--- config.mk ---
export PLATFORM = sky130hd
export DESIGN_NAME = mic_interrupt_controller
export DESIGN_NICKNAME = d
export VERILOG_FILES = /design/src/include/mic_pkg.sv /design/src/verilog/mic_interrupt_controller.sv
export VERILOG_INCLUDE_DIRS = /design/src /design/src/include
export SDC_FILE = /design/constraint.sdc
export NUM_CORES = 1
export LEC_CHECK = 0
export ABC_CLOCK_PERIOD_IN_PS = 9400
export BUFFER_PORTS_ARGS = -buffer_cell sky130_fd_sc_hd__buf_2
export CAP_MARGIN = 40
export CORE_MARGIN = 3
export CORE_UTILIZATION = 50
export CTS_CLUSTER_DIAMETER = 100
export DETAILED_ROUTE_END_ITERATION = 16
export PLACE_DENSITY = 0.89
export SLEW_MARGIN = 30
export SYNTH_ARGS = -nofsm -noshare
export SYNTH_HDL_FRONTEND = slang
export SYNTH_SLANG_ARGS = --single-unit
--- constraint.sdc ---
create_clock -name MCLK -period 9.4 [get_ports MCLK]
set_input_delay 2.82 -clock MCLK [delete_from_list [all_inputs] [get_ports MCLK]]
set_output_delay 2.82 -clock MCLK [all_outputs]
set_load 0.03 [all_outputs]
--- src/include/mic_defs.svh ---
`ifndef MIC_DEFS_SVH
`define MIC_DEFS_SVH
// register offsets
`define MIC_OFF_CTRL   8'h00
`define MIC_OFF_STAT   8'h04
`define MIC_OFF_VEC    8'h08
`define MIC_CTRL_RST   4'h0
// stack page and context
`define MIC_STK_HI     8'h01
`define MIC_CC_I       3
`define MIC_PUSH_LAST  3'd4
`define MIC_POP_LAST   3'd6
// source indices, trap first
`define MIC_SRC_TRAP   4'd0
`define MIC_SRC_EXT0   4'd1
`define MIC_SRC_EXT3   4'd4
`define MIC_NSRC       10
// vectors
`define MIC_VEC_TRAP   16'hFFFC
`define MIC_VEC_EXT0   16'hFFF6
`define MIC_VEC_EXT1   16'hFFF4
`define MIC_VEC_EXT2   16'hFFF2
`define MIC_VEC_EXT3   16'hFFF0
`define MIC_VEC_SPI    16'hFFEC
`define MIC_VEC_TMA    16'hFFEA
`define MIC_VEC_TMB    16'hFFE8
`define MIC_VEC_SCI    16'hFFE6
`define MIC_VEC_NVM    16'hFFE4
// polarity field codes
`define MIC_POL_LVL    2'b00
`define MIC_POL_FALL   2'b10
`define MIC_POL_RISE   2'b01
`define MIC_POL_BOTH   2'b11
`endif

--- src/include/mic_pkg.sv ---
package mic_pkg;
    typedef enum logic [2:0] {
        ST_IDLE, ST_PUSH, ST_VEC, ST_POP,
        ST_RET, ST_WAIT, ST_HALT
    } mic_state_t;
    typedef logic [3:0] mic_src_t;
endpackage

--- src/verilog/mic_interrupt_controller.sv ---
`timescale 1ns/1ps
`include "mic_defs.svh"
// What this block does
// finish current instruction before interrupt entry
// push program counter, index, accumulator, flags
// five bytes, low PC first, decrement after
// set mask bit on entry
// load vector of selected source
// return pops context, restoring mask bit
// cleared mask lets pending requests in
// masked requests stay pending until unmasked
// fixed priority picks among pending requests
// reset, trap, then descending vector address
// trap enters regardless of mask bit
// four external lines and their vectors
// peripheral vectors, one per peripheral
// wait wakes on any, halt external only
// edge latch clears on routine entry
// enabled pins of a group combine
// low enabled pin masks group request
// two-bit polarity field selects sensitivity
// peripheral needs mask clear and enable
// disabled peripheral request stays latched
// software clears peripheral flag by sequence
// clear sequence drops pending request
module mic_interrupt_controller
    import mic_pkg::*;
(
    input  wire logic        MCLK,
    input  wire logic        RST,
    input  wire logic        HSEL,
    input  wire logic [31:0] HADDR,
    input  wire logic [1:0]  HTRANS,
    input  wire logic        HWRITE,
    input  wire logic [2:0]  HSIZE,
    input  wire logic [31:0] HWDATA,
    input  wire logic        HREADY,
    output logic      [31:0] HRDATA,
    output logic             HREADYOUT,
    output logic             HRESP,
    input  wire logic        INSN_DONE,
    input  wire logic        TRAP_REQ,
    input  wire logic        RETURN_FROM_INTERRUPT_REQ,
    input  wire logic        WFI_REQ,
    input  wire logic        HALT_REQ,
    input  wire logic        MASK_SET,
    input  wire logic        MASK_CLR,
    input  wire logic [15:0] PC_IN,
    input  wire logic [7:0]  X_IN,
    input  wire logic [7:0]  A_IN,
    input  wire logic [7:0]  CC_IN,
    input  wire logic [7:0]  SP_IN,
    input  wire logic [3:0]  PA_PIN,
    input  wire logic [3:0]  PA_IEN,
    input  wire logic [2:0]  PF_PIN,
    input  wire logic [2:0]  PF_IEN,
    input  wire logic [7:0]  PB_PIN,
    input  wire logic [7:0]  PB_IEN,
    input  wire logic [4:0]  PER_SET,
    input  wire logic [4:0]  PER_CLR,
    input  wire logic [4:0]  PER_IE,
    input  wire logic [7:0]  STK_RDATA,
    output logic             STK_WE,
    output logic             STK_RE,
    output logic      [15:0] STK_ADDR,
    output logic      [7:0]  STK_WDATA,
    output logic             CPU_HOLD,
    output logic             PC_LOAD,
    output logic      [15:0] PC_NEW,
    output logic             CTX_LOAD,
    output logic      [7:0]  X_OUT,
    output logic      [7:0]  A_OUT,
    output logic      [7:0]  CC_OUT,
    output logic             SP_LOAD,
    output logic      [7:0]  SP_OUT,
    output logic             I_MASK,
    output logic             WAKE
);

// ****************************************
// sources and priority
// ****************************************
mic_state_t              state_r;
logic       [2:0]        cnt_r;
logic       [3:0]        ctrl_r;
logic                    i_mask_r;
logic                    trap_r;
logic       [4:0]        per_r;
logic       [3:0]        edge_r;
logic       [3:0]        ext_pend;
logic       [3:0]        line_q;
logic       [7:0]        gpin [4];
logic       [7:0]        gien [4];
logic       [`MIC_NSRC-1:0] req;
logic                    req_any;
mic_src_t                pick;
mic_src_t                src_r;
logic       [7:0]        sp_r;
logic       [7:0]        ctx_r [5];
logic                    re_d;
logic       [2:0]        idx_d;
logic       [15:0]       last_vec_r;

// unused pins read as high with interrupt off
assign gpin[0] = {4'hF, PA_PIN};
assign gien[0] = {4'h0, PA_IEN};
assign gpin[1] = {5'h1F, PF_PIN};
assign gien[1] = {5'h00, PF_IEN};
assign gpin[2] = {4'hF, PB_PIN[3:0]};
assign gien[2] = {4'h0, PB_IEN[3:0]};
assign gpin[3] = {4'hF, PB_PIN[7:4]};
assign gien[3] = {4'h0, PB_IEN[7:4]};

// one group per external line
for (genvar g = 0; g < 4; g++) begin : g_ext
    logic       line;
    logic       any_en;
    logic [1:0] pol;
    logic       hit;
    assign line   = &(gpin[g] | ~gien[g]);
    assign any_en = |gien[g];
    assign pol    = (g < 2) ? ctrl_r[1:0] : ctrl_r[3:2];

    always_comb begin
        case (pol)
            `MIC_POL_RISE: hit = ~line_q[g] & line;
            `MIC_POL_BOTH: hit = line_q[g] ^ line;
            default:       hit = line_q[g] & ~line;
        endcase
    end
    // edge latch; a new edge beats the entry clear
    always_ff @(posedge MCLK or posedge RST) begin
        if (RST) begin
            edge_r[g] <= 1'b0;
            line_q[g] <= 1'b1;
        end else begin
            line_q[g] <= line;
            if (hit)
                edge_r[g] <= 1'b1;
            else if (state_r == ST_VEC
                     && src_r == `MIC_SRC_EXT0 + 4'(g))
                edge_r[g] <= 1'b0;
        end
    end
    assign ext_pend[g] = edge_r[g]
        | (pol == `MIC_POL_LVL && any_en && !line);
end

// peripheral latches; set wins over clear
always_ff @(posedge MCLK or posedge RST) begin
    if (RST)
        per_r <= 5'h00;
    else
        per_r <= (per_r & ~PER_CLR) | PER_SET;
end

// trap is held until its vector is loaded
always_ff @(posedge MCLK or posedge RST) begin
    if (RST)
        trap_r <= 1'b0;
    else if (TRAP_REQ)
        trap_r <= 1'b1;
    else if (state_r == ST_VEC && src_r == `MIC_SRC_TRAP)
        trap_r <= 1'b0;
end

// requests gated by mask and enables, except trap, which is never gated
assign req[0]   = trap_r;
assign req[4:1] = ext_pend & {4{~i_mask_r}};
assign req[9:5] = per_r & PER_IE & {5{~i_mask_r}};
assign req_any  = |req;

// lowest index wins
always_comb begin
    pick = `MIC_SRC_TRAP;
    for (int k = `MIC_NSRC - 1; k >= 0; k--)
        if (req[k])
            pick = 4'(k);
end

function automatic logic [15:0] vec_of(mic_src_t s);
    case (s)
        4'h0:    return `MIC_VEC_TRAP;
        4'h1:    return `MIC_VEC_EXT0;
        4'h2:    return `MIC_VEC_EXT1;
        4'h3:    return `MIC_VEC_EXT2;
        4'h4:    return `MIC_VEC_EXT3;
        4'h5:    return `MIC_VEC_SPI;
        4'h6:    return `MIC_VEC_TMA;
        4'h7:    return `MIC_VEC_TMB;
        4'h8:    return `MIC_VEC_SCI;
        default: return `MIC_VEC_NVM;
    endcase
endfunction

// ****************************************
// entry, return and sleep sequencing
// ****************************************
logic take;
// halt wakes on external lines only
assign take = (state_r == ST_IDLE && INSN_DONE && req_any)
    || (state_r == ST_WAIT && req_any)
    || (state_r == ST_HALT && |ext_pend);

always_ff @(posedge MCLK or posedge RST) begin
    if (RST) begin
        state_r <= ST_IDLE;
        cnt_r   <= 3'd0;
        src_r   <= `MIC_SRC_TRAP;
    end else begin
        case (state_r)
            ST_IDLE: begin
                cnt_r <= 3'd0;
                if (WFI_REQ)
                    state_r <= ST_WAIT;
                else if (HALT_REQ)
                    state_r <= ST_HALT;
                else if (RETURN_FROM_INTERRUPT_REQ)
                    state_r <= ST_POP;
                else if (take) begin
                    state_r <= ST_PUSH;
                    src_r   <= pick;
                end
            end
            ST_WAIT, ST_HALT: begin
                cnt_r <= 3'd0;
                if (take) begin
                    state_r <= ST_PUSH;
                    src_r   <= pick;
                end
            end
            ST_PUSH: begin
                cnt_r <= cnt_r + 3'd1;
                if (cnt_r == `MIC_PUSH_LAST)
                    state_r <= ST_VEC;
            end
            ST_POP: begin
                cnt_r <= cnt_r + 3'd1;
                if (cnt_r == `MIC_POP_LAST)
                    state_r <= ST_RET;
            end
            default: state_r <= ST_IDLE;
        endcase
    end
end

// context captured when the entry is taken
always_ff @(posedge MCLK or posedge RST) begin
    if (RST) begin
        for (int k = 0; k < 5; k++)
            ctx_r[k] <= 8'h00;
    end else if (take && !(state_r == ST_IDLE
                 && (WFI_REQ || HALT_REQ || RETURN_FROM_INTERRUPT_REQ))) begin
        ctx_r[0] <= PC_IN[7:0];
        ctx_r[1] <= PC_IN[15:8];
        ctx_r[2] <= X_IN;
        ctx_r[3] <= A_IN;
        ctx_r[4] <= CC_IN;
        ctx_r[4][`MIC_CC_I] <= i_mask_r;
    end else if (re_d) begin
        ctx_r[idx_d] <= STK_RDATA;
    end
end

// stack traffic; pointer stays inside its page
always_ff @(posedge MCLK or posedge RST) begin
    if (RST) begin
        sp_r      <= 8'h00;
        STK_WE    <= 1'b0;
        STK_RE    <= 1'b0;
        STK_ADDR  <= 16'h0000;
        STK_WDATA <= 8'h00;
        re_d      <= 1'b0;
        idx_d     <= 3'd0;
    end else begin
        STK_WE <= 1'b0;
        STK_RE <= 1'b0;
        re_d   <= STK_RE;
        idx_d  <= `MIC_PUSH_LAST - cnt_r + 3'd1;
        if (state_r == ST_IDLE)
            sp_r <= SP_IN;
        if (state_r == ST_PUSH) begin
            STK_WE    <= 1'b1;
            STK_ADDR  <= {`MIC_STK_HI, sp_r};
            STK_WDATA <= ctx_r[cnt_r];
            sp_r      <= sp_r - 8'h01;
        end else if (state_r == ST_POP
                     && cnt_r <= `MIC_PUSH_LAST) begin
            // increment before each pop, flags first
            STK_RE   <= 1'b1;
            STK_ADDR <= {`MIC_STK_HI, sp_r + 8'h01};
            sp_r     <= sp_r + 8'h01;
        end
    end
end

// mask bit; sleep clears it so requests can wake
always_ff @(posedge MCLK or posedge RST) begin
    if (RST)
        i_mask_r <= 1'b1;
    else if (state_r == ST_VEC)
        i_mask_r <= 1'b1;
    else if (state_r == ST_RET)
        i_mask_r <= ctx_r[4][`MIC_CC_I];
    else if (state_r == ST_IDLE && (WFI_REQ || HALT_REQ))
        i_mask_r <= 1'b0;
    else if (state_r == ST_IDLE && MASK_SET)
        i_mask_r <= 1'b1;
    else if (state_r == ST_IDLE && MASK_CLR)
        i_mask_r <= 1'b0;
end

// hand-over to the core
always_ff @(posedge MCLK or posedge RST) begin
    if (RST) begin
        PC_LOAD    <= 1'b0;
        PC_NEW     <= 16'h0000;
        CTX_LOAD   <= 1'b0;
        X_OUT      <= 8'h00;
        A_OUT      <= 8'h00;
        CC_OUT     <= 8'h00;
        SP_LOAD    <= 1'b0;
        SP_OUT     <= 8'h00;
        WAKE       <= 1'b0;
        last_vec_r <= 16'h0000;
    end else begin
        PC_LOAD  <= 1'b0;
        CTX_LOAD <= 1'b0;
        SP_LOAD  <= 1'b0;
        WAKE     <= take && state_r != ST_IDLE;
        if (state_r == ST_VEC) begin
            PC_LOAD    <= 1'b1;
            PC_NEW     <= vec_of(src_r);
            last_vec_r <= vec_of(src_r);
            SP_LOAD    <= 1'b1;
            SP_OUT     <= sp_r;
        end else if (state_r == ST_RET) begin
            PC_LOAD  <= 1'b1;
            PC_NEW   <= {ctx_r[1], ctx_r[0]};
            CTX_LOAD <= 1'b1;
            X_OUT    <= ctx_r[2];
            A_OUT    <= ctx_r[3];
            CC_OUT   <= ctx_r[4];
            SP_LOAD  <= 1'b1;
            SP_OUT   <= sp_r;
        end
    end
end

assign CPU_HOLD = state_r != ST_IDLE;
assign I_MASK   = i_mask_r;

// ****************************************
// bus slave, zero wait states
// ****************************************
logic       acc;
logic       wr_r;
logic [7:0] wadr_r;
logic [3:0] ctrl_now;
assign acc       = HSEL && HTRANS[1] && HREADY;
assign HREADYOUT = 1'b1;
assign HRESP     = 1'b0;
// forward a write in flight to a read behind it
assign ctrl_now = (wr_r && wadr_r == `MIC_OFF_CTRL)
                ? HWDATA[3:0] : ctrl_r;

always_ff @(posedge MCLK or posedge RST) begin
    if (RST) begin
        wr_r   <= 1'b0;
        wadr_r <= 8'h00;
        ctrl_r <= `MIC_CTRL_RST;
        HRDATA <= 32'h0000_0000;
    end else begin
        wr_r <= acc && HWRITE;
        if (acc)
            wadr_r <= HADDR[7:0];
        ctrl_r <= ctrl_now;
        if (acc && !HWRITE) begin
            if (HADDR[7:0] == `MIC_OFF_CTRL)
                HRDATA <= {28'h0, ctrl_now};
            else if (HADDR[7:0] == `MIC_OFF_STAT)
                HRDATA <= {20'h0, CPU_HOLD, i_mask_r,
                           per_r, ext_pend, trap_r};
            else if (HADDR[7:0] == `MIC_OFF_VEC)
                HRDATA <= {16'h0, last_vec_r};
            else
                HRDATA <= 32'h0000_0000;
        end
    end
end

// ****************************************
// checks
// ****************************************
property p_boundary;
    @(posedge MCLK) disable iff (RST)
    (state_r == ST_IDLE && !INSN_DONE) |=> state_r != ST_PUSH;
endproperty
a_boundary: assert property (p_boundary)
    else $error("entry before instruction end");

property p_five;
    @(posedge MCLK) disable iff (RST)
    (state_r == ST_PUSH && cnt_r == 3'd0)
        |=> STK_WE [*5] ##1 !STK_WE;
endproperty
a_five: assert property (p_five)
    else $error("entry did not push five bytes");

property p_pcl_first;
    @(posedge MCLK) disable iff (RST)
    (state_r == ST_PUSH && cnt_r == 3'd0)
        |=> STK_WDATA == ctx_r[0]
            && STK_ADDR[7:0] == $past(sp_r);
endproperty
a_pcl_first: assert property (p_pcl_first)
    else $error("low pc byte not first at pointer");

property p_mask_set;
    @(posedge MCLK) disable iff (RST)
    state_r == ST_VEC |=> I_MASK && state_r == ST_IDLE;
endproperty
a_mask_set: assert property (p_mask_set)
    else $error("mask not set on entry");

property p_vector;
    @(posedge MCLK) disable iff (RST)
    state_r == ST_VEC |=> PC_LOAD && PC_NEW == vec_of(src_r);
endproperty
a_vector: assert property (p_vector)
    else $error("wrong vector loaded");

property p_masked;
    @(posedge MCLK) disable iff (RST)
    (state_r == ST_IDLE && I_MASK && !trap_r)
        |=> state_r != ST_PUSH;
endproperty
a_masked: assert property (p_masked)
    else $error("entry while masked");

property p_halt;
    @(posedge MCLK) disable iff (RST)
    (state_r == ST_HALT && ext_pend == 4'h0)
        |=> state_r == ST_HALT;
endproperty
a_halt: assert property (p_halt)
    else $error("halt left without external line");

property p_restore;
    @(posedge MCLK) disable iff (RST)
    state_r == ST_RET |=> CTX_LOAD && PC_LOAD
        && I_MASK == CC_OUT[`MIC_CC_I];
endproperty
a_restore: assert property (p_restore)
    else $error("return did not restore context");

endmodule

---- Yosys cells after proc, flatten, opt, wreduce, memory -nomap -nowiden ----
Memory sizes are Yosys's and may differ from the RTL's. A register that Yosys moved wholly into a read port is not among the register bits.
Index checks and enable logic that the tools add are counted.
cells by class
  divide/modulo/power cells ............... 0
  reduce and logical (&&, ||, !) cells .... 75
  multiply operators ...................... 0
  bitwise gates (word level) .............. 42
  order comparisons ....................... 4
  mux-type cells .......................... 69
  eq/ne operators ......................... 23
  shift-type cells ........................ 0
  $add $sub $neg .......................... 5
operators by type and width
  operator                                                        number
  16-bit 2-to-1 mux                                               7
  40-bit 2-to-1 mux                                               2
  8-bit 2-to-1 mux                                                8
  4-bit 2-to-1 mux                                                15
  40-bit bitwise mux                                              1
  8-bit OR                                                        4
  8-bit AND reduction                                             4
  1-bit logical AND                                               30
  8-bit binary-select mux with 3-bit select                       1
  8-bit demux with 3-bit select                                   1
  4-bit NOT with 8-bit output                                     3
  1-bit 2-to-1 mux                                                21
  2-bit nonzero test                                              10
  3-bit 2-to-1 mux                                                6
  8-bit zero test                                                 2
  4-bit OR reduction                                              4
  5-bit AND                                                       3
  3-bit equality test (second input constant)                     5
  3-bit one-hot mux with 4 select lines                           1
  2-bit != test (second input constant)                           5
  1-bit NOT                                                       10
  10-bit OR reduction                                             1
  8-bit by 1-bit adder with 8-bit output (second input constant)  1
  1-bit AND                                                       8
  other kinds (36)                                                65
storage, ports and cells
  bits in latches ......................... 0
  RAM bits ................................ 0
  logic and storage cells ................. 259
  memories ................................ 2
  input bits .............................. 182
  flip-flop bits (word level) ............. 215
  output and inout bits ................... 114
  memory bits (read-only) ................. 128
memories
  memory           depth  width  rd ports  clocked after memory_dff  write ports  RTL line                         source
  (no name shown)  16     4      1         0                         0            mic_interrupt_controller.sv:182  case (s)
  (no name shown)  16     4      1         1                         0            mic_interrupt_controller.sv:182

---- Longest topological paths before layout ----
Gate-level depths: netlist of run 1.
  depth in word-level cells ............... 17
  gate-level depth with buffers ........... 11
  gate-level depth less buffers ........... 9

---- Worst setup path before layout of run 1 ----
OpenSTA, ideal clock, no wires.
  path type ............................... input-to-reg
  start point ............................. in PB_IEN[5]
  end point ............................... reg ctx_r[0] (netlist bit)
  required time ........................... 9.275 ns
  buffers on the path ..................... 1
  setup time .............................. 0.125 ns
  arrival time ............................ 4.613 ns
  slack ................................... 4.662 ns
  stages .................................. 6
  path through ............................ or4_4 -> a31oi_4 -> nand3_1 -> a31oi_4 -> buf_6 -> mux2_2
on the way
  cells in the longest elaborated chain, start to end .. 13
  elaborated cells on any way between the ends .. 19
  classes of those cells .................. mux (1); bitwise (4); reduce/logical (14)
ends and longest elaborated chain
  element                                                  RTL line                                                          source
  start: declaration                                       mic_interrupt_controller.sv:58                                    input wire logic [7:0] PB_IEN,
  4-bit NOT with 8-bit output                              mic_interrupt_controller.sv:120                                   assign line = &(gpin[g] | ~gien[g]);
  8-bit OR                                                 mic_interrupt_controller.sv:120
  8-bit AND reduction                                      mic_interrupt_controller.sv:120
  1-bit zero test                                          mic_interrupt_controller.sv:146                                   | (pol == `MIC_POL_LVL && any_en && !line);
  1-bit logical AND *                                      mic_interrupt_controller.sv:146
  1-bit OR *                                               mic_interrupt_controller.sv:145                                   assign ext_pend[g] = edge_r[g]
  4-bit AND                                                mic_interrupt_controller.sv:169                                   assign req[4:1] = ext_pend & {4{~i_mask_r}};
  10-bit OR reduction                                      mic_interrupt_controller.sv:171                                   assign req_any = |req;
  1-bit logical AND (on tied branches)                     mic_interrupt_controller.sv:201, mic_interrupt_controller.sv:202
  1-bit logical OR                                         mic_interrupt_controller.sv:202                                   || (state_r == ST_WAIT && req_any)
  1-bit logical OR *                                       mic_interrupt_controller.sv:203                                   || (state_r == ST_HALT && |ext_pend);
  1-bit logical AND *                                      mic_interrupt_controller.sv:252                                   end else if (take && !(state_r == ST_IDLE
  40-bit 2-to-1 mux or 2-bit nonzero test (tied branches)  --
  end signal: indexed assignment                           mic_interrupt_controller.sv:259                                   ctx_r[4][`MIC_CC_I] <= i_mask_r;
  end: declaration                                         mic_interrupt_controller.sv:99                                    logic [7:0] ctx_r [5];
Every way passes the cells marked *; elsewhere a longest branch is shown, timed or not.
A chain may end at the register's enable or synchronous reset.

---- Final worst setup path of run 1 ----
  start point ............................. in PB_PIN[2]
  end point ............................... reg ctx_r[15] (netlist bit)
on the way
  cells in the longest elaborated chain, start to end .. 12
  elaborated cells on any way between the ends .. 16
  classes of those cells .................. mux (1); bitwise (3); reduce/logical (12)
ends and longest elaborated chain
  element                                                  RTL line                                                          source
  start: declaration                                       mic_interrupt_controller.sv:57                                    input wire logic [7:0] PB_PIN,
  8-bit OR *                                               mic_interrupt_controller.sv:120
  8-bit AND reduction *                                    mic_interrupt_controller.sv:120
  1-bit zero test *                                        mic_interrupt_controller.sv:146
  1-bit logical AND *                                      mic_interrupt_controller.sv:146
  1-bit OR *                                               mic_interrupt_controller.sv:145
  4-bit AND                                                mic_interrupt_controller.sv:169
  10-bit OR reduction                                      mic_interrupt_controller.sv:171
  1-bit logical AND (on tied branches)                     mic_interrupt_controller.sv:201, mic_interrupt_controller.sv:202
  1-bit logical OR                                         mic_interrupt_controller.sv:202
  1-bit logical OR *                                       mic_interrupt_controller.sv:203
  1-bit logical AND *                                      mic_interrupt_controller.sv:252
  40-bit 2-to-1 mux or 2-bit nonzero test (tied branches)  --
Marks and branches as above.

==> summary.md, run 1 <==
| Metric | Value |
|---|---|
| Status | `complete, no violations` |
| Site row count | `48` |
| Final-report max-slew violation count | `0` |
| Initial DRC count | `between 600 and 700` |
| Initial Util | `between 50% and 60%` |
| CP bufs+invs | `2` |
| Total power divided by cell area | `333.5 nW/µm²` |
| Cells after Synth | `just under 900` |
| HP Start | `STK_RE` |
| WL met1 | `9292 µm` |
| Share of cells above drive strength 1 | `33.94%` |
| FF-to-FF End | `sp_r[5]` |
| Max stage delay on crit path | `0.51 ns` |
| Via density | `about 5.4` |
| Antenna violations before repair | `2` |
| Post_cts resized | `0` |
| Number of synthesized flops with an enable pin | `0` |
| Distinct cells, synth | `58` |
| Area Growth Syn to Fin | `19.73%` |
| DR WL met3 | `2044 µm` |
| Relative slew slack | `46.82%` |
| Crit path depth | `9` |
| Die area | `~19,000 µm²` |
| Layout Utilization | `61.50%` |
| Non-Filler Instances | `1,322` |
| Inserted Clock Buffers | `17` |
| Hold slack | `0.4363 ns` |
| CP Capture Type | `flip-flop` |
| Post-synth top flop | `dfrtp_1` |
| Nets@finish | `1,279` |
| First-pass GRT wire length | `between 30,000 and 40,000 µm` |
| Fillers | `1,403` |
| Die height | `approximately 140 µm` |
| Overall Power | `roughly 3.6 mW` |
| Kind of start point of the critical path | `primary input` |
| Worst R2R Start | `cnt_r[0]` |
| Arr. time, crit path | `5.27 ns` |
| Area leader, netlist | `dfrtp_1` |
| CTS Hold Bufs | `0` |
| # port buffers | `213` |
| Sequential element share of the synthesized area | `50.04%` |
| Synth top cells by count | `173 x dfrtp_1, 173 x nand2_1, 95 x mux2_2` |
| Vias in the first global route | `7,054` |
| Top cells by area, synth | `dfrtp_1 49%, mux2_2 12%, nand2_1 7.3%` |
| Hold Path Class | `reg2reg` |
| Max-cap viol count | `0` |
| WS Path Type | `in2reg` |
| HPWL Detailed | `16,600 µm` |
| Placed cell count | `~1.3k` |
| Worst Reg2Reg Path Length in Cells | `8` |
| Async SR Flop Fraction | `100.0%` |
| Post-synthesis average cell area | `around 10 µm²` |
| Routed vias | `7,204` |
| Total negative slack | `0 ns` |
| Cell area after synthesis | `a little under 9000 µm²` |
| CP Max Fanout | `44` |
| R2R setup slack | `~6.0 ns` |
| Core Region | `17,360 µm²` |
| Final WL | `23,050 µm` |
| Yosys warns | `0` |
| Post-route ant nets | `0` |
| Final setup fails | `0` |
| Gr ovfl total | `0` |
| GR Util All Layers | `23.59%` |
| CP Cell Sequence | `buf_2 > nand2b_1 > o2111ai_1 > a21oi_1 > and3_1 > nand3_1 > a31oi_4 > buf_4 > mux2_2` |
| # IOs | `296` |
| H-tree depth | `4` |
| Clk slew on worst S/H paths | `0.07 ns` |
| CTS tree | `yes` |
| Clock Sinks | `approximately 180` |
| Clk_lat worst skew | `0.42 ns` |
| Unrepaired setup endpoints after global routing | `false` |
| Longest Clk Path Bufs | `2` |
| Largest net degree at the start of global routing | `112` |
| Max Used Layer | `met5` |
| # Post-CTS Setup Buffers | `0` |
| Remaining DRCs | `0` |
| Worst Hold Depth | `0` |
| Final Skew | `0.009667 ns` |
| Routability cong. | `0.8418` |
| WHS Endpoint | `re_d` |
| Minimum clock period | `between 4 and 5 ns` |
| CTS Root Cell | `clkbuf_16` |
| First drt pass iteration count | `5` |
| Yosys top cell area share | `around half` |
| Worst-margin pin slew | `0.7893 ns` |
| Worst path slowest cell | `buf_4` |
| Final hold violation count | `0` |
| #FFs+latches synth | `178` |
| Worst EP required | `9.70 ns` |
| Die Span X | `139.5 µm` |
| Delay-heaviest family, CP | `compound AO/OA/AOI/OAI gates` |
| Fmax | `0.2016 GHz` |
| Peak supply drop | `182.1 µV` |
| Final Cycle Share | `52.78%` |
| DR WL/cell | `17.43 µm` |
| Met2 routed WL | `~11,000 µm` |
| Leakage | `5.211 nW` |
through the flow:
| stage | setup slack [ns] | area [µm²] |
|---|---|---|
| detailed placement | 3.996 | 10040 |
| global placement | 4.013 | 10030 |
| floorplan | 1.758 | 9001 |
| CTS | 4.435 | 10600 |
| global route | 4.221 | 10670 |
| finish | 4.439 | 10670 |
layout make-up:
class,count,area [µm²],share of cell area [%]
Antenna cell,1,2.502,0.02344
Timing Repair Buffer,227,1216,11.39
Clock inverter,11,106.4,0.9964
Clock buffer,20,456.7,4.279
Sequential cell,178,4461,41.79
Tap cell,225,281.5,2.637
Multi-Input combinational cell,616,3978,37.26
Inverter,44,172.7,1.618
power by group:
| group | switching (mW) | leakage (nW) | internal [mW] | total, mW |
|---|---|---|---|---|
| Combinational | 0.918 | 2.82 | 0.632 | 1.55 |
| Sequential | 0.261 | 2.12 | 1.07 | 1.33 |
| Clock | 0.302 | 0.269 | 0.380 | 0.682 |
| Total | 1.48 | 5.21 | 2.08 | 3.56 |
layer usage:
layer / track usage, % / vias up
met5: 0 / -
met4: 6.540 / 2
met3: 6.701 / 33
met2: 39.36 / 300
met1: 30.32 / 3448
li1: - / 3421
cell usage in the layout (no fill, tap or decap), types with 4 or more instances in the layout:
cell / n
conb_1: 25
a31oi_1: 4
inv_1: 42
or3_1: 9
buf_4: 10
ha_1: 13
nor2_1: 39
o21ai_0: 45
clkbuf_16: 17
o22ai_1: 10
dfstp_2: 5
a22o_1: 6
dfrtp_1: 173
o22a_1: 4
nand3_1: 42
nand2b_1: 16
buf_2: 214
a21o_1: 5
mux2i_1: 6
nand2_1: 173
a22oi_1: 12
a21oi_1: 32
mux2_2: 95
a221oi_1: 6
mux4_2: 8
nor3_1: 18
worst max path at each step:
| stage | slack (ns) | to | start |
|---|---|---|---|
| after floorplan | 1.76 | A_OUT[0] | RST |
| after global routing | 4.22 | ctx_r[39] | PA_IEN[1] |
| final | 4.44 | ctx_r[15] | PB_PIN[2] |
| after CTS | 4.43 | ctx_r[38] | PA_IEN[1] |
| after detailed placement | 4.00 | ctx_r[25] | PA_IEN[1] |
| after global placement | 4.01 | ctx_r[22] | PA_IEN[1] |
registers in the layout, summed over array words and instances, names as in the netlist, 3 cells and up:
name        count
STK_WDATA       8
PC_NEW         16
src_r           4
CC_OUT          8
SP_OUT          8
wadr_r          8
ctrl_r          4
A_OUT           8
cnt_r           3
last_vec_r      5
line_q          4
STK_ADDR        9
sp_r            8
X_OUT           8
HRDATA         13
per_r           5
edge_r          4
state_r         3
idx_d           3
ctx_r          40
cell families (layout without fill, tap and decap cells):
kind of cell	count (synthesis)	after routing	share of synthesized area, %
buffers and inverters	113	302	6.316
AO/OA/AOI/OAI	147	147	10.79
AND/OR/NAND/NOR	316	316	15.58
multiplexers	112	112	15.07
flip-flops	178	178	50.04
adder cells (fa/ha/maj)	13	13	1.825
XOR/XNOR	3	3	0.2948
other	2	26	0.08424
(Power assumes the default switching activity.)
==> run 2, diff against run 1 <==
- ABC_CLOCK_PERIOD_IN_PS: 9400 -> 5000
- clock period: 9.4 -> 5 ns (I/O delays scaled with it)
==> summary.md, run 2 (same netlist as run 1, synthesis figures left out) <==
| Metric | Value |
|---|---|
| Status | `complete, no violations` |
| CTS Root Cell | `clkbuf_16` |
| Worst-margin pin slew | `0.8065 ns` |
| Worst EP required | `around 5.3 ns` |
| # Post-CTS Setup Buffers | `0` |
| Share of cells above drive strength 1 | `33.88%` |
| Worst path slowest cell | `buf_4` |
| Final hold violation count | `0` |
| Placement Cell Area | `10,060 µm²` |
| Inserted Clock Buffers | `17` |
| ANT cells | `0` |
| WS Path Type | `in2reg` |
| Overall Power | `6.964 mW` |
| Kind of start point of the critical path | `primary input` |
| Fmax | `0.2618 GHz` |
| Die Span X | `139.5 µm` |
| Commonest non-fill, non-tap cell in the layout | `buf_2` |
| CP Cell Sequence | `buf_2 > nor4_1 > nor3_1 > a21oi_1 > and3_1 > nand3_1 > a31oi_4 > buf_4 > mux2_2` |
| Layout Utilization | `62.10%` |
| Die area | `19,470 µm²` |
| Worst R2R Start | `state_r[2]` |
| H-tree depth | `4` |
| Placed cell count | `1,288` |
| # IOs | `296` |
| # port buffers | `around 210` |
| Clk_lat worst skew | `0.44 ns` |
| CTS Hold Bufs | `0` |
| Minimum clock period | `3.819 ns` |
| Area Growth Syn to Fin | `20.90%` |
| Arr. time, crit path | `slightly above 4 ns` |
| Hold Path Class | `reg2reg` |
| Max stage delay on crit path | `0.53 ns` |
| Largest register FFs | `40` |
| CP Capture Type | `flip-flop` |
| Core Region | `17,360 µm²` |
| Nets@finish | `1,280` |
| Via density | `between 5 and 6` |
| Final worst slack | `1.181 ns` |
| Max-cap viol count | `0` |
| First-pass GRT wire length | `37,490 µm` |
| Final Skew | `0.01150 ns` |
| Final setup fails | `0` |
| Total negative slack | `0 ns` |
| Largest Register | `ctx_r` |
| Post-route ant nets | `0` |
| Final WL | `23,570 µm` |
| CP Max Fanout | `44` |
| Delay-heaviest family, CP | `simple AND/OR/NAND/NOR gates` |
| Remaining DRCs | `0` |
| Final-report max-slew violation count | `0` |
| Relative slew slack | `46.04%` |
| Site row count | `48` |
| Crit path from | `PA_IEN[1]` |
| Initial DRC count | `approximately 500` |
| Unrepaired setup endpoints after global routing | `false` |
| Clock Sinks | `roughly 180` |
| Hold slack | `between 0.4 and 0.5 ns` |
| Total power divided by cell area | `646.1 nW/µm²` |
| Die height | `139.5 µm` |
| Leakage | `5.263 nW` |
| Final Cycle Share | `between 70% and 80%` |
| Routability cong. | `just over 0.8` |
| HP Start | `STK_RE` |
| GR Util All Layers | `24.30%` |
| Non-Filler Instances | `around 1.3k` |
| Routed vias | `7,230` |
| Initial Util | `51.36%` |
| Gr ovfl total | `0` |
| CP bufs+invs | `2` |
| Pre-CTS WS | `0.7918 ns` |
| Commonest cells after routing, fill and taps aside | `214 x buf_2, 173 x dfrtp_1, 173 x nand2_1` |
| Post_cts resized | `0` |
| Biggest regs | `ctx_r x40, PC_NEW x16, HRDATA x13` |
| Antenna violations before repair | `4` |
| CTS tree | `yes` |
| Clk slew on worst S/H paths | `approximately 0.06 ns` |
| Largest net degree at the start of global routing | `between 150 and 200` |
| Final instance area | `10,780 µm²` |
| Longest Clk Path Bufs | `2` |
| First drt pass iteration count | `5` |
| DR WL/cell | `around 18 µm` |
| Vias in the first global route | `between 7k and 8k` |
| HPWL Detailed | `16,720 µm` |
| Peak supply drop | `417.0 µV` |
[run 2: report_power, final]
part / internal (mW) / total [mW] / switching (mW)
Clock: 0.966 / 1.52 / 0.552
Combinational: 1.20 / 2.96 / 1.76
Sequential: 2.01 / 2.49 / 0.480
Total: 4.17 / 6.96 / 2.79
[run 2: layer usage]
metal  track usage, %  wire length (µm)  up-vias
met1            30.42              9455     3512
li1                 -                 -     3411
met2            40.53             11750      260
met4            6.746               420        8
met3            8.144              1887       39
met5                0                64        -
[run 2: worst register-to-register path, delay by kind of cell (launching register included)]
family                 cells  cell delay [ns]
multiplexers               1             0.33
AND/OR/NAND/NOR            2             0.69
flip-flops                 1             0.58
buffers and inverters      5             1.13
[run 2: layout make-up]
cell class / instances / area (µm²)
fillers: 1386 / 6579
flip-flops and latches: 178 / 4461
multi-input cells: 616 / 3980
repair buffers: 228 / 1216
clock buffers: 23 / 467.9
well taps: 225 / 281.5
clock inverters: 9 / 202.7
inverters: 44 / 168.9
[run 2: worst paths after layout]
kind,slack (ns),cells after the start,end
worst max-delay path,1.18,9,ctx_r[16]
worst min-delay path,0.44,0,re_d
worst max register to register,2.16,8,SP_OUT[7]
worst min register to register,0.44,0,re_d
max in group asynchronous,2.91,4,ctx_r[7]
min in group asynchronous,1.14,3,HRDATA[9]
==> run 3, diff against run 2 <==
- ABC_CLOCK_PERIOD_IN_PS: 5000 -> 3900
- clock period: 5 -> 3.9 ns (I/O delays scaled with it)
==> summary.md, run 3 (same netlist as run 1, synthesis figures left out) <==
| Metric | Value |
|---|---|
| Status | `complete, no violations` |
| Leakage | `5.245 nW` |
| Unrepaired setup endpoints after global routing | `false` |
| Final Skew | `between 0.01 and 0.015 ns` |
| Clk slew on worst S/H paths | `approximately 0.07 ns` |
| Nets@finish | `1,284` |
| Site row count | `48` |
| CTS tree | `yes` |
| Longest Clk Path Bufs | `2` |
| Final hold violation count | `0` |
| Relative slew slack | `43.23%` |
| CP Max Fanout | `44` |
| Peak supply drop | `477.7 µV` |
| Worst Reg2Reg Path Length in Cells | `9` |
| Remaining DRCs | `0` |
| Hold Path Class | `reg2reg` |
| Final setup fails | `0` |
| Antenna violations before repair | `4` |
| Clock power share | `just under 20%` |
| Switching Power | `approximately 3.6 mW` |
| Fmax | `approximately 0.33 GHz` |
| First-pass GRT wire length | `38,160 µm` |
| Largest Register | `ctx_r` |
| Logic gate share of total power | `43.8%` |
| # IOs | `296` |
| Kind of start point of the critical path | `primary input` |
| Clock Sinks | `178` |
| Final Cycle Share | `77.34%` |
| H-tree depth | `4` |
| Worst Hold Depth | `0` |
| Post_cts resized | `0` |
| Largest net degree at the start of global routing | `65` |
| Crit path from | `PF_IEN[1]` |
| CTS Hold Bufs | `0` |
| Via density | `about 5.5` |
| HP Start | `STK_RE` |
| CTS Root Cell | `clkbuf_16` |
| Commonest cells after routing, fill and taps aside | `214 x buf_2, 173 x dfrtp_1, 173 x nand2_1` |
| Cell internal pwr | `5.092 mW` |
| Register area | `between 4000 and 5000 µm²` |
| Share of power burned in registers | `between 30% and 40%` |
| CP Capture Type | `flip-flop` |
| Largest register FFs | `40` |
| DR WL/cell | `~18 µm` |
| Routed vias | `7,350` |
| Max-cap viol count | `0` |
| Die height | `139.5 µm` |
| ANT cells | `0` |
| Post-route ant nets | `0` |
| Fillers | `1,426` |
| Die Span X | `about 140 µm` |
| Area Growth Syn to Fin | `20.29%` |
| # port buffers | `about 210` |
| Minimum clock period | `3.016 ns` |
| Gr ovfl total | `0` |
| Worst EP required | `4.21 ns` |
| Initial Util | `between 50% and 60%` |
| Total power divided by cell area | `813.7 nW/µm²` |
| Routability cong. | `roughly 0.84` |
| Share of cells above drive strength 1 | `34.30%` |
| HPWL Detailed | `around 17,000 µm` |
| Final-report max-slew violation count | `0` |
| Initial DRC count | `554` |
| Arr. time, crit path | `around 3.3 ns` |
| First drt pass iteration count | `4` |
| Commonest non-fill, non-tap cell in the layout | `buf_2` |
| Inserted Clock Buffers | `17` |
| WS Path Type | `in2reg` |
| Die area | `19,470 µm²` |
| Vias in the first global route | `7,263` |
| Worst-margin pin slew | `0.8427 ns` |
| Core Region | `around 17,000 µm²` |
| # Post-CTS Setup Buffers | `0` |
| GR Util All Layers | `between 20% and 30%` |
| Final WL | `roughly 23,000 µm` |
| Total negative slack | `0 ns` |
| Combined area of the multi-input logic cells | `3978 µm²` |
| Worst R2R Start | `state_r[2]` |
| Biggest regs | `ctx_r x40, PC_NEW x16, HRDATA x13` |
| Overall Power | `8.726 mW` |
| Switching share of power | `41.64%` |
| Clk_lat worst skew | `about 0.43 ns` |
==> run 3: cell count changes in the layout (fill, tap and decap cells not counted), sizes merged <==
cell      delta
buf          +4
bufinv       -4
clkbuf       -4
clkinvlp     +2
inv          +6
==> run 3: power by group through the flow <==
stage	clock, mW	combinational, mW	sequential, mW
4_1_cts	1.76	3.86	3.17
3_3_place_gp	0	3.69	3.16
5_1_grt	1.83	4.18	3.27
2_1_floorplan	0	2.30	3.64
6_report	1.73	3.82	3.18
3_5_place_dp	0	3.84	3.18
==> run 3: final timing paths <==
check,to,slack (ns)
setup reg to reg,SP_OUT[7],0.91
max in group asynchronous,PC_NEW[13],2.12
hold / removal,re_d,0.41
hold reg to reg,re_d,0.41
setup / recovery,ctx_r[7],0.88
min in group asynchronous,per_r[2],0.80
==> run 3: critical path, stage by stage <==
cell     delay (ns)
buf_2          0.10
nor3_1         0.18
nor3_1         0.07
a21oi_1        0.35
and3_1         0.37
nand3_1        0.16
a31oi_4        0.21
buf_12         0.26
mux2_2         0.38
==> run 3: area by class of cell <==
class,count,area share (%)
Sequential cell,178,41.59
Multi-Input combinational cell,616,37.09
Timing Repair Buffer,232,11.60
Clock buffer,19,4.130
Tap cell,225,2.625
Inverter,44,1.575
Clock inverter,13,1.388
==> run 3: stage by stage <==
step           instances  util (%)  area [µm²]  hold WS (ns)  setup slack [ns]
5_1_grt             1327     61.79       10720        0.4334            0.7483
4_1_cts             1327     61.79       10720        0.4251            0.9287
6_report            1327     61.79       10720        0.4143            0.8836
2_1_floorplan        907         -        9005        0.4343            0.4535
3_5_place_dp        1295     58.38       10130        0.4091            0.5002
3_3_place_gp        1294     58.35       10130        0.4123            0.5421
==> run 3: layer usage <==
layer	global-route usage [%]	vias to the layer above	wire length, µm
met5	0	-	48
met3	7.148	27	1951
li1	-	3429	-
met2	41.32	274	11800
met4	6.179	8	235
met1	30.87	3612	9382
